===== config.mk =====
export PLATFORM = sky130hd
export DESIGN_NAME = ptcm_trigger
export DESIGN_NICKNAME = d
export VERILOG_FILES = /design/src/rtl/ptcm_pkg.sv /design/src/rtl/ptcm_trigger.sv
export SDC_FILE = /design/constraint.sdc
export NUM_CORES = 1
export LEC_CHECK = 0
export BUFFER_PORTS_ARGS = -buffer_cell sky130_fd_sc_hd__buf_2
export CAP_MARGIN = 20
export CORE_ASPECT_RATIO = 0.7
export CORE_MARGIN = 2
export CORE_UTILIZATION = 25
export DETAILED_ROUTE_END_ITERATION = 10
export SYNTH_ARGS = -nofsm -noshare
export SYNTH_HDL_FRONTEND = slang
export SYNTH_SLANG_ARGS = --single-unit

===== constraint.sdc =====
create_clock -name aclk -period 3.8 [get_ports aclk]
set_input_delay 0.38 -clock aclk [delete_from_list [all_inputs] [get_ports aclk]]
set_output_delay 0.38 -clock aclk [all_outputs]
set_load 0.02 [all_outputs]

===== src/rtl/ptcm_pkg.sv =====
// Constants and types for the per-channel PWM trigger compare block.
// Assumes a 32-bit AXI4-Lite register port and a carrier counter supplied from outside.
//
// Notes on behaviour
// - Mode field bits 2 to 0 of the channel control register; codes 000 and 111 give no trigger at all.
// - Mode 001 fires on a down-count match, 010 on an up-count match and 011 on a match in either direction.
// - Mode 100 fires at the carrier peak, 101 at the bottom and 110 at both peak and bottom.
// - With a sawtooth carrier (waveform select 0), mode 001 acts as an up-count match.
// - With a sawtooth carrier, mode 101 fires at the carrier peak instead of the bottom.
// - Mode 011 with compare value 0x0001 on a triangular carrier gives one trigger per period, not two.
// - The written compare value moves into a second-stage buffer and matching uses that buffer.
// - Control bit 3 selects buffer update: 0 synchronous to the carrier, 1 immediate on every write.
// - While the PWM enable bit is 0 every compare write reaches the buffer at once, whatever bit 3 holds.
// - In synchronous mode the timing select moves the value at bottom (01), peak (10) or either (11).
`default_nettype none
package ptcm_pkg;

  localparam int          ADDR_W        = 8;
  localparam int          CMP_W         = 16;

  localparam logic [7:0]  OFS_CTRL      = 8'h00;
  localparam logic [7:0]  OFS_CMP       = 8'h04;
  localparam logic [7:0]  OFS_PWMMODE   = 8'h08;
  localparam logic [7:0]  OFS_PWMEN     = 8'h0c;
  localparam logic [7:0]  OFS_TSYNC     = 8'h10;
  localparam logic [7:0]  OFS_BUFSTAT   = 8'h14;

  localparam int          MODE_LSB      = 0;
  localparam int          MODE_MSB      = 2;
  localparam int          ASYNC_BIT     = 3;
  localparam int          WAVE_BIT      = 0;
  localparam int          EN_BIT        = 0;
  localparam int          TSYNC_LSB     = 0;
  localparam int          TSYNC_MSB     = 1;

  localparam logic [2:0]  MODE_OFF0     = 3'h0;
  localparam logic [2:0]  MODE_DOWN     = 3'h1;
  localparam logic [2:0]  MODE_UP       = 3'h2;
  localparam logic [2:0]  MODE_BOTH     = 3'h3;
  localparam logic [2:0]  MODE_PEAK     = 3'h4;
  localparam logic [2:0]  MODE_BOTTOM   = 3'h5;
  localparam logic [2:0]  MODE_PKBT     = 3'h6;
  localparam logic [2:0]  MODE_OFF7     = 3'h7;

  localparam logic [1:0]  TSYNC_NOW     = 2'h0;
  localparam logic [1:0]  TSYNC_BOTTOM  = 2'h1;
  localparam logic [1:0]  TSYNC_PEAK    = 2'h2;
  localparam logic [1:0]  TSYNC_EITHER  = 2'h3;

  localparam logic [15:0] CMP_ONE       = 16'h0001;
  localparam logic [15:0] CMP_RST       = 16'h0000;
  localparam logic [2:0]  MODE_RST      = 3'h0;
  localparam logic [1:0]  TSYNC_RST     = 2'h0;

  localparam logic [1:0]  RESP_OKAY     = 2'h0;
  localparam logic [1:0]  RESP_SLVERR   = 2'h2;

  typedef struct packed {
    logic [15:0] count;
    logic        down;
    logic        peak;
    logic        bottom;
  } ptcm_carrier_t;

endpackage
`default_nettype wire


===== src/rtl/ptcm_trigger.sv =====
// Trigger compare channel 0 with its AXI4-Lite register slave.
// Assumes the carrier counter, its direction and one-cycle peak/bottom strobes arrive synchronous to aclk.
`timescale 1ns/10ps
`default_nettype none
module ptcm_trigger
  import ptcm_pkg::*;
(
  input  wire logic                aclk,
  input  wire logic                aresetn,
  input  wire logic [ADDR_W-1:0]   awaddr,
  input  wire logic                awvalid,
  output logic                     awready,
  input  wire logic [31:0]         wdata,
  input  wire logic [3:0]          wstrb,
  input  wire logic                wvalid,
  output logic                     wready,
  output logic [1:0]               bresp,
  output logic                     bvalid,
  input  wire logic                bready,
  input  wire logic [ADDR_W-1:0]   araddr,
  input  wire logic                arvalid,
  output logic                     arready,
  output logic [31:0]              rdata,
  output logic [1:0]               rresp,
  output logic                     rvalid,
  input  wire logic                rready,
  input  wire ptcm_carrier_t       carrier,
  output logic                     trig_out
);

  logic [2:0]        mode_r;
  logic              async_r;
  logic [CMP_W-1:0]  cmp_r;
  logic              wave_r;
  logic              en_r;
  logic [1:0]        tsync_r;
  logic [CMP_W-1:0]  buf_r;
  logic              eq_prev_r;
  logic              trig_r;
  logic              aw_full_r;
  logic              w_full_r;
  logic [ADDR_W-1:0] waddr_r;
  logic [31:0]       wdata_r;
  logic [3:0]        wstrb_r;
  logic              awready_r;
  logic              wready_r;
  logic              bvalid_r;
  logic [1:0]        bresp_r;
  logic              arready_r;
  logic              rvalid_r;
  logic [31:0]       rdata_r;
  logic [1:0]        rresp_r;
  logic              aw_hs;
  logic              w_hs;
  logic              ar_hs;
  logic              do_write;
  logic              aw_full_nxt;
  logic              w_full_nxt;
  logic              bvalid_nxt;
  logic              rvalid_nxt;
  logic              wr_cmp;
  logic [31:0]       wmerged;
  logic [31:0]       rd_nxt;
  logic              rd_ok;
  logic              wr_ok;
  logic              saw;
  logic              eq;
  logic              hit;
  logic              hit_up;
  logic              hit_down;
  logic              sync_evt;
  logic              trig_nxt;
  function automatic logic [31:0] merge(input logic [31:0] old, input logic [31:0] nw, input logic [3:0] strb);
    logic [31:0] res;
    res = old;
    for (int i = 0; i < 4; i++)
    begin
      if (strb[i])
        res[8*i +: 8] = nw[8*i +: 8];
    end
    return res;
  endfunction
  assign aw_hs    = awvalid && awready_r;
  assign w_hs     = wvalid && wready_r;
  assign ar_hs    = arvalid && arready_r;
  assign do_write = aw_full_r && w_full_r && !bvalid_r;

  // Write path: address and data taken in either order, response after both
  always_comb
  begin
    aw_full_nxt = (aw_full_r && !do_write) || aw_hs;
    w_full_nxt  = (w_full_r && !do_write) || w_hs;
    bvalid_nxt  = do_write || (bvalid_r && !bready);
    rvalid_nxt  = ar_hs || (rvalid_r && !rready);
  end
  always_comb
  begin
    wr_ok   = 1'b1;
    wmerged = 32'h0000_0000;
    unique case (waddr_r)
      OFS_CTRL:    wmerged = merge({28'h000_0000, async_r, mode_r}, wdata_r, wstrb_r);
      OFS_CMP:     wmerged = merge({16'h0000, cmp_r}, wdata_r, wstrb_r);
      OFS_PWMMODE: wmerged = merge({31'h0000_0000, wave_r}, wdata_r, wstrb_r);
      OFS_PWMEN:   wmerged = merge({31'h0000_0000, en_r}, wdata_r, wstrb_r);
      OFS_TSYNC:   wmerged = merge({30'h0000_0000, tsync_r}, wdata_r, wstrb_r);
      default:     wr_ok   = 1'b0;
    endcase
  end
  assign wr_cmp = do_write && (waddr_r == OFS_CMP);
  always_ff @(posedge aclk)
  begin
    if (!aresetn)
    begin
      aw_full_r <= 1'b0;
      w_full_r  <= 1'b0;
      bvalid_r  <= 1'b0;
      awready_r <= 1'b0;
      wready_r  <= 1'b0;
      bresp_r   <= RESP_OKAY;
      waddr_r   <= '0;
      wdata_r   <= 32'h0000_0000;
      wstrb_r   <= 4'h0;
    end
    else
    begin
      aw_full_r <= aw_full_nxt;
      w_full_r  <= w_full_nxt;
      bvalid_r  <= bvalid_nxt;
      // Ready drops for the whole write so a second one cannot overtake the response
      awready_r <= !aw_full_nxt && !bvalid_nxt;
      wready_r  <= !w_full_nxt && !bvalid_nxt;
      if (aw_hs)
        waddr_r <= awaddr;
      if (w_hs)
      begin
        wdata_r <= wdata;
        wstrb_r <= wstrb;
      end
      if (do_write)
        bresp_r <= wr_ok ? RESP_OKAY : RESP_SLVERR;
    end
  end
  always_ff @(posedge aclk)
  begin
    if (!aresetn)
    begin
      mode_r  <= MODE_RST;
      async_r <= 1'b0;
      cmp_r   <= CMP_RST;
      wave_r  <= 1'b0;
      en_r    <= 1'b0;
      tsync_r <= TSYNC_RST;
    end
    else if (do_write)
    begin
      unique case (waddr_r)
        OFS_CTRL:
        begin
          mode_r  <= wmerged[MODE_MSB:MODE_LSB];
          async_r <= wmerged[ASYNC_BIT];
        end
        OFS_CMP:     cmp_r   <= wmerged[CMP_W-1:0];
        OFS_PWMMODE: wave_r  <= wmerged[WAVE_BIT];
        OFS_PWMEN:   en_r    <= wmerged[EN_BIT];
        OFS_TSYNC:   tsync_r <= wmerged[TSYNC_MSB:TSYNC_LSB];
        default:     ;
      endcase
    end
  end

  // Read path: answer one cycle after the address is taken
  always_comb
  begin
    rd_ok  = 1'b1;
    rd_nxt = 32'h0000_0000;
    unique case (araddr)
      OFS_CTRL:    rd_nxt = {28'h000_0000, async_r, mode_r};
      OFS_CMP:     rd_nxt = {16'h0000, cmp_r};
      OFS_PWMMODE: rd_nxt = {31'h0000_0000, wave_r};
      OFS_PWMEN:   rd_nxt = {31'h0000_0000, en_r};
      OFS_TSYNC:   rd_nxt = {30'h0000_0000, tsync_r};
      OFS_BUFSTAT: rd_nxt = {16'h0000, buf_r};
      default:     rd_ok  = 1'b0;
    endcase
  end
  always_ff @(posedge aclk)
  begin
    if (!aresetn)
    begin
      rvalid_r  <= 1'b0;
      arready_r <= 1'b0;
      rdata_r   <= 32'h0000_0000;
      rresp_r   <= RESP_OKAY;
    end
    else
    begin
      rvalid_r  <= rvalid_nxt;
      arready_r <= !rvalid_nxt;
      if (ar_hs)
      begin
        rdata_r <= rd_nxt;
        rresp_r <= rd_ok ? RESP_OKAY : RESP_SLVERR;
      end
    end
  end
  // Compare buffer
  always_comb
  begin
    unique case (tsync_r)
      TSYNC_NOW:    sync_evt = 1'b1;
      TSYNC_BOTTOM: sync_evt = carrier.bottom;
      TSYNC_PEAK:   sync_evt = carrier.peak;
      TSYNC_EITHER: sync_evt = carrier.peak || carrier.bottom;
    endcase
  end
  always_ff @(posedge aclk)
  begin
    if (!aresetn)
      buf_r <= CMP_RST;
    else if (wr_cmp && (async_r || !en_r))
      buf_r <= wmerged[CMP_W-1:0];
    else if (en_r && !async_r && sync_evt)
      buf_r <= cmp_r;
  end
  // Match detection on the buffered copy; edge of equality so a held count fires once
  assign saw      = !wave_r;
  assign eq       = carrier.count == buf_r;
  assign hit      = eq && !eq_prev_r;
  assign hit_up   = hit && (saw || !carrier.down);
  assign hit_down = hit && !saw && carrier.down;
  always_comb
  begin
    unique case (mode_r)
      MODE_DOWN:   trig_nxt = saw ? hit_up : hit_down;
      MODE_UP:     trig_nxt = hit_up;
      // At 0x0001 the up match sits right after the down match across the bottom
      MODE_BOTH:   trig_nxt = hit_down || (hit_up && !(!saw && buf_r == CMP_ONE));
      MODE_PEAK:   trig_nxt = carrier.peak;
      MODE_BOTTOM: trig_nxt = saw ? carrier.peak : carrier.bottom;
      MODE_PKBT:   trig_nxt = carrier.peak || carrier.bottom;
      default:     trig_nxt = 1'b0;
    endcase
  end
  always_ff @(posedge aclk)
  begin
    if (!aresetn)
    begin
      eq_prev_r <= 1'b0;
      trig_r    <= 1'b0;
    end
    else
    begin
      eq_prev_r <= eq;
      trig_r    <= trig_nxt;
    end
  end
  assign awready  = awready_r;
  assign wready   = wready_r;
  assign bvalid   = bvalid_r;
  assign bresp    = bresp_r;
  assign arready  = arready_r;
  assign rvalid   = rvalid_r;
  assign rdata    = rdata_r;
  assign rresp    = rresp_r;
  assign trig_out = trig_r;
endmodule
`default_nettype wire


---- Word level (Yosys, flattened, before mapping) ----
Cells that the tools add are included.
storage, ports and cells
  output and inout port bits .............. 42
  flip-flop bits (word level) ............. 129
  logic and storage cells ................. 115
  input port bits ......................... 78
cells by class
  eq/ne operators ......................... 20
  multiplexer cells ....................... 19
  reduce and logical (&&, ||, !) cells .... 54
operators with widths
  kind                 number
  $pmux 16 s6          1
  $pmux 16 s5          1
  $mux 8               7
  $eq 8x4->1 const B   4
  $mux 16              2
  $eq 8x5->1 const B   3
  $logic_and 1x1->1    21
  $eq 16x1->1 const B  1
  $eq 16x16->1         1
  $eq 8x3->1 const B   2
  $logic_not 8->1      2
  $logic_not 1->1      14
  $reduce_and 2->1     5
  $eq 3x3->1 const B   3
  $logic_or 1x1->1     8
  $eq 3x2->1 const B   2
  $pmux 1 s6           1
  $reduce_or 6->1      1
  $reduce_or 5->1      1
  $eq 2x2->1 const B   2
  $mux 1               4
  $mux 2               2
  $pmux 1 s4           1
  $eq 3x1->1 const B   1
  other kinds (3)      3

---- Longest topological paths before layout ----
  word-level depth ........................ 7
  mapped depth ............................ 7

---- Least setup slack after synthesis ----
OpenSTA, ideal clock, no wires.
  path kind ............................... reg-to-reg
  start point ............................. reg waddr_r[3]
  end point ............................... reg buf_r[13]
  slack ................................... 2.002 ns
  data arrival time ....................... 1.682 ns
  stages on the path, launching flop included .. 7
  data required time ...................... 3.684 ns
  setup time .............................. 0.116 ns
  clock period less this slack ............ 1.798 ns
  cell sequence ........................... dfxtp_1 buf_6 or4b_4 nor4_4 buf_6 o211ai_1 and3_1
on the way
  cells in the longest elaborated chain, start to end .. 4
  elaborated cells on any way between the ends .. 10
RTL lines
  what                                                 line                 text
  start, declared                                      ptcm_trigger.sv:42   logic [ADDR_W-1:0] waddr_r;
  start signal, assigned                               ptcm_trigger.sv:133  waddr_r <= awaddr;
  branches (longest 4 deep; another with $pmux 16 s5)  --
  end signal, assigned                                 ptcm_trigger.sv:221  buf_r <= wmerged[CMP_W-1:0];
  end signal, assigned                                 ptcm_trigger.sv:223  buf_r <= cmp_r;
  end, declared                                        ptcm_trigger.sv:37   logic [CMP_W-1:0] buf_r;
Several ways; the timed one is not identified.
A chain may end at the register's enable or synchronous reset.

---- Worst setup path after layout ----
  start point ............................. reg waddr_r[2]
  end point ............................... reg buf_r[8]
Same word-level chain as after synthesis.

==> flow_summary_export.csv <==
group,metric,value,unit
run_status,outcome,"complete, no violations",
pwr,p_switching,0.527,mW
route,ant_nets,0,
sta,finalMaxSlewViolations,0,
floorplanning,coreArea,18000,um^2
sta,fin_skew,0.00822,ns
layout,finalNetCount,677,
clocking,numClockSinks,93,
grt,grt_overflow,0,
clocking,cts_tree,"built",
critical_path,r2r_end,"buf_r[8]",
worst_hold_path,worstHoldStart,"awaddr[0]",
pwr,swShare,0.240,
synth,syn_area,4580,um^2
floorplanning,die_height,117,um
floorplanning,dieArea,19400,um^2
floorplanning,start_util,0.255,
route,vias,3982,
synth,synth_area_leader_cell,"dfxtp_1",
placed_design,io_buffers,83,
layout,antenna_cells,0,
sta,relSlewSlack,0.436,
synth,synth.distinct_cells,61,
pwr,max-vdd-ir-drop,204,uV
synth,synth_most_common_cell,"nand2_1",
synth,synth_edf_count,0,
pwr,combPwrFrac,0.082,
route,drt_iter0_markers,175,
route,drt_pass1_iterations,5,
clocking,post-cts-setup-buffers,0,
layout,fillers,1945,
critical_path,critPathMaxFanout,13,
sta,finalSetupViolations,0,
route,routedWlPerCell,15.4,um
sta,fin_tns_setup,0,ns
grt,grt_pass1_vias,3846,
sta,hold_viol_final,0,
pwr,p_int,1.67,mW
critical_path,critPathArrivalTime,2.74,ns
sta,hold_ws,0.264,ns
critical_path,required,4.00,ns
clocking,cts_root_buf,"clkbuf_16",
sta,post-route-min-period,2.54,ns
pwr,power.density,408,nW/um^2
clocking,cts_buffer_depth,2,
floorplanning,io_pins,120,
synth,syn_inst,537,
synth,yosys_warnings,0,
critical_path,cp_slowest_stage_delay,0.62,ns
pwr,p_leak,2.05,nW
synth,ys_seq_area_frac,0.407,
layout,layout-drive-gt1-share,0.199,
critical_path,cp_slowest_cell,"dfxtp_1",
floorplanning,die_x,166,um
clocking,clk_latency,0.35,ns
synth,synth-seq-cells,93,
sta,max_freq,393,MHz
critical_path,crit_type,"reg -> reg",
route,wl,12900,um
sta,rsz0062_at_grt,"no",
clocking,htreeDepth,3,
grt,groute.usage.overall,0.133,
critical_path,r2r_slack,1.26,ns
synth,synth_area_leaders,"dfxtp_1 41%, nand2_1 8.0%, a21oi_1 6.1%",
synth,async_flop_share,0,
worst_hold_path,hold_depth,3,
route,drc,0,
job,drv_cap,0,
grt,grt_max_degree,49,
pwr,power_frac_seq,0.464,
clocking,cts_buffers,9,
sta,tightest_slew,0.845,ns
grt,grt_pass1_wl,20300,um
worst_hold_path,min_path_type,"in -> reg",
placed_design,hpwl,9700,um
pwr,clkPwrFrac,0.454,
placed_design,globalplace.congestion,0.809,
critical_path,critPathLaunch,"waddr_r[2]",
route,via_per_inst,4.75,
critical_path,reg2reg_from,"waddr_r[2]",
floorplanning,core.rowCount,41,
sta,timing.final.crit_share,0.669,
critical_path,path_cells,"or4b_4 -> nor4_4 -> nor2_2 -> a22oi_1 -> a21oi_1",
critical_path,end_kind,"flip-flop",
grt,antenna_found_initial,0,
clocking,postCtsResizedCells,0,
clocking,clk_pin_slew,0.06,ns
critical_path,worstSetupStartpointType,"flip-flop",
layout,syn_to_final_growth,17.6,%
clocking,cts_hold_buf,0,
critical_path,r2r_cells,5,
worst_hold_path,min_to,"waddr_r[0]",
synth,synthTopCellsByCount,"97 x nand2_1, 93 x dfxtp_1, 56 x a21oi_1",
synth,synth_top_area_share,0.407,
synth,synth_ff_type,"dfxtp_1",
synth,synth_area_per_cell,8.53,um^2
## flip-flops by register name, summed over array words and instances (netlist names), 2 cells and up
name and count:
rdata 16, tsync_r 2, buf_r 16, mode_r 3
wstrb_r 2, cmp_r 16, wdata_r 16, waddr_r 8
## cell families (layout without fill, tap and decap cells)
family | after synthesis | after routing | share of synthesized area
and+or+nand+nor | 207 | 207 | 0.227
AOI/OAI and AO/OA | 132 | 132 | 0.186
DFF | 93 | 93 | 0.407
buffers and inverters | 54 | 103 | 0.0702
muxes | 34 | 34 | 0.0787
xor gates and xnor gates | 16 | 16 | 0.0306
other | 1 | 18 | 0.000819
## layout by cell type (no fill, tap or decap), types with 4 or more instances in the layout
cell and n:
nand4_1 7, nand3b_1 8, a21oi_1 56, nor3_1 10, xor2_1 8, mux2i_1 27, clkbuf_16 9, a22oi_1 14
o211ai_1 6, dfxtp_1 93, mux2_2 6, nor2_1 38, nand2_1 97, buf_2 83, conb_1 18, a2bb2oi_1 12
a21o_1 5, xnor2_1 8, and3_1 5, nand3_1 10, a311oi_1 5, o21ai_0 15, a211oi_1 5, nor4_1 4
## how the worst max path moves through the flow
stage                      endpoint  depth (start not counted)
after detailed placement   buf_r[8]                          5
final                      buf_r[8]                          5
after floorplan           buf_r[13]                          6
after global routing       buf_r[8]                          5
after CTS                  buf_r[8]                          5
after global placement     buf_r[8]                          5
## area by class of cell
class | instances | area, um^2 | share of cell area
Clock buffer | 12 | 256 | 0.0477
Clock inverter | 3 | 68.8 | 0.0128
Inverter | 3 | 11.3 | 0.00209
Multi-Input combinational cell | 407 | 2460 | 0.457
Sequential cell | 93 | 1860 | 0.346
Tap cell | 236 | 295 | 0.0549
Timing Repair Buffer | 85 | 430 | 0.0800
## power groups by stage
stage	sequential, mW	combinational [mW]	clock [mW]
after global placement	1.04	0.181	0
after floorplan	1.03	0.137	0
final	1.02	0.181	0.996
after CTS	1.02	0.183	1.02
after detailed placement	1.04	0.183	0
after global routing	1.02	0.202	1.06
## metrics by stage
| stage | instance area (um^2) | worst slack (ns) | total power [mW] | utilization | std cells |
|---|---|---|---|---|---|
| floorplan | 4640 | 2.00 | 1.17 | - | 554 |
| global placement | 5060 | 1.28 | 1.22 | 0.282 | 824 |
| detailed placement | 5060 | 1.29 | 1.22 | 0.282 | 824 |
| CTS | 5380 | 1.27 | 2.22 | 0.300 | 839 |
| global route | 5380 | 1.07 | 2.28 | 0.300 | 839 |
| finish | 5380 | 1.26 | 2.20 | 0.300 | 839 |
## routing by layer
metal,up-vias,track usage,share of wire
met2,76,0.218,0.45
met3,7,0.0303,0.043
met5,-,0,0
li1,2002,-,-
met4,0,0.0319,0.0064
met1,1897,0.179,0.50
## worst max-delay path: cells and delay by family (launching register included)
kind             cells  cell delay (ns)
AO/OA/AOI/OAI        2             0.32
AND/OR/NAND/NOR      3             1.45
flip-flops           1             0.62
Power figures use the tool's default switching activity.
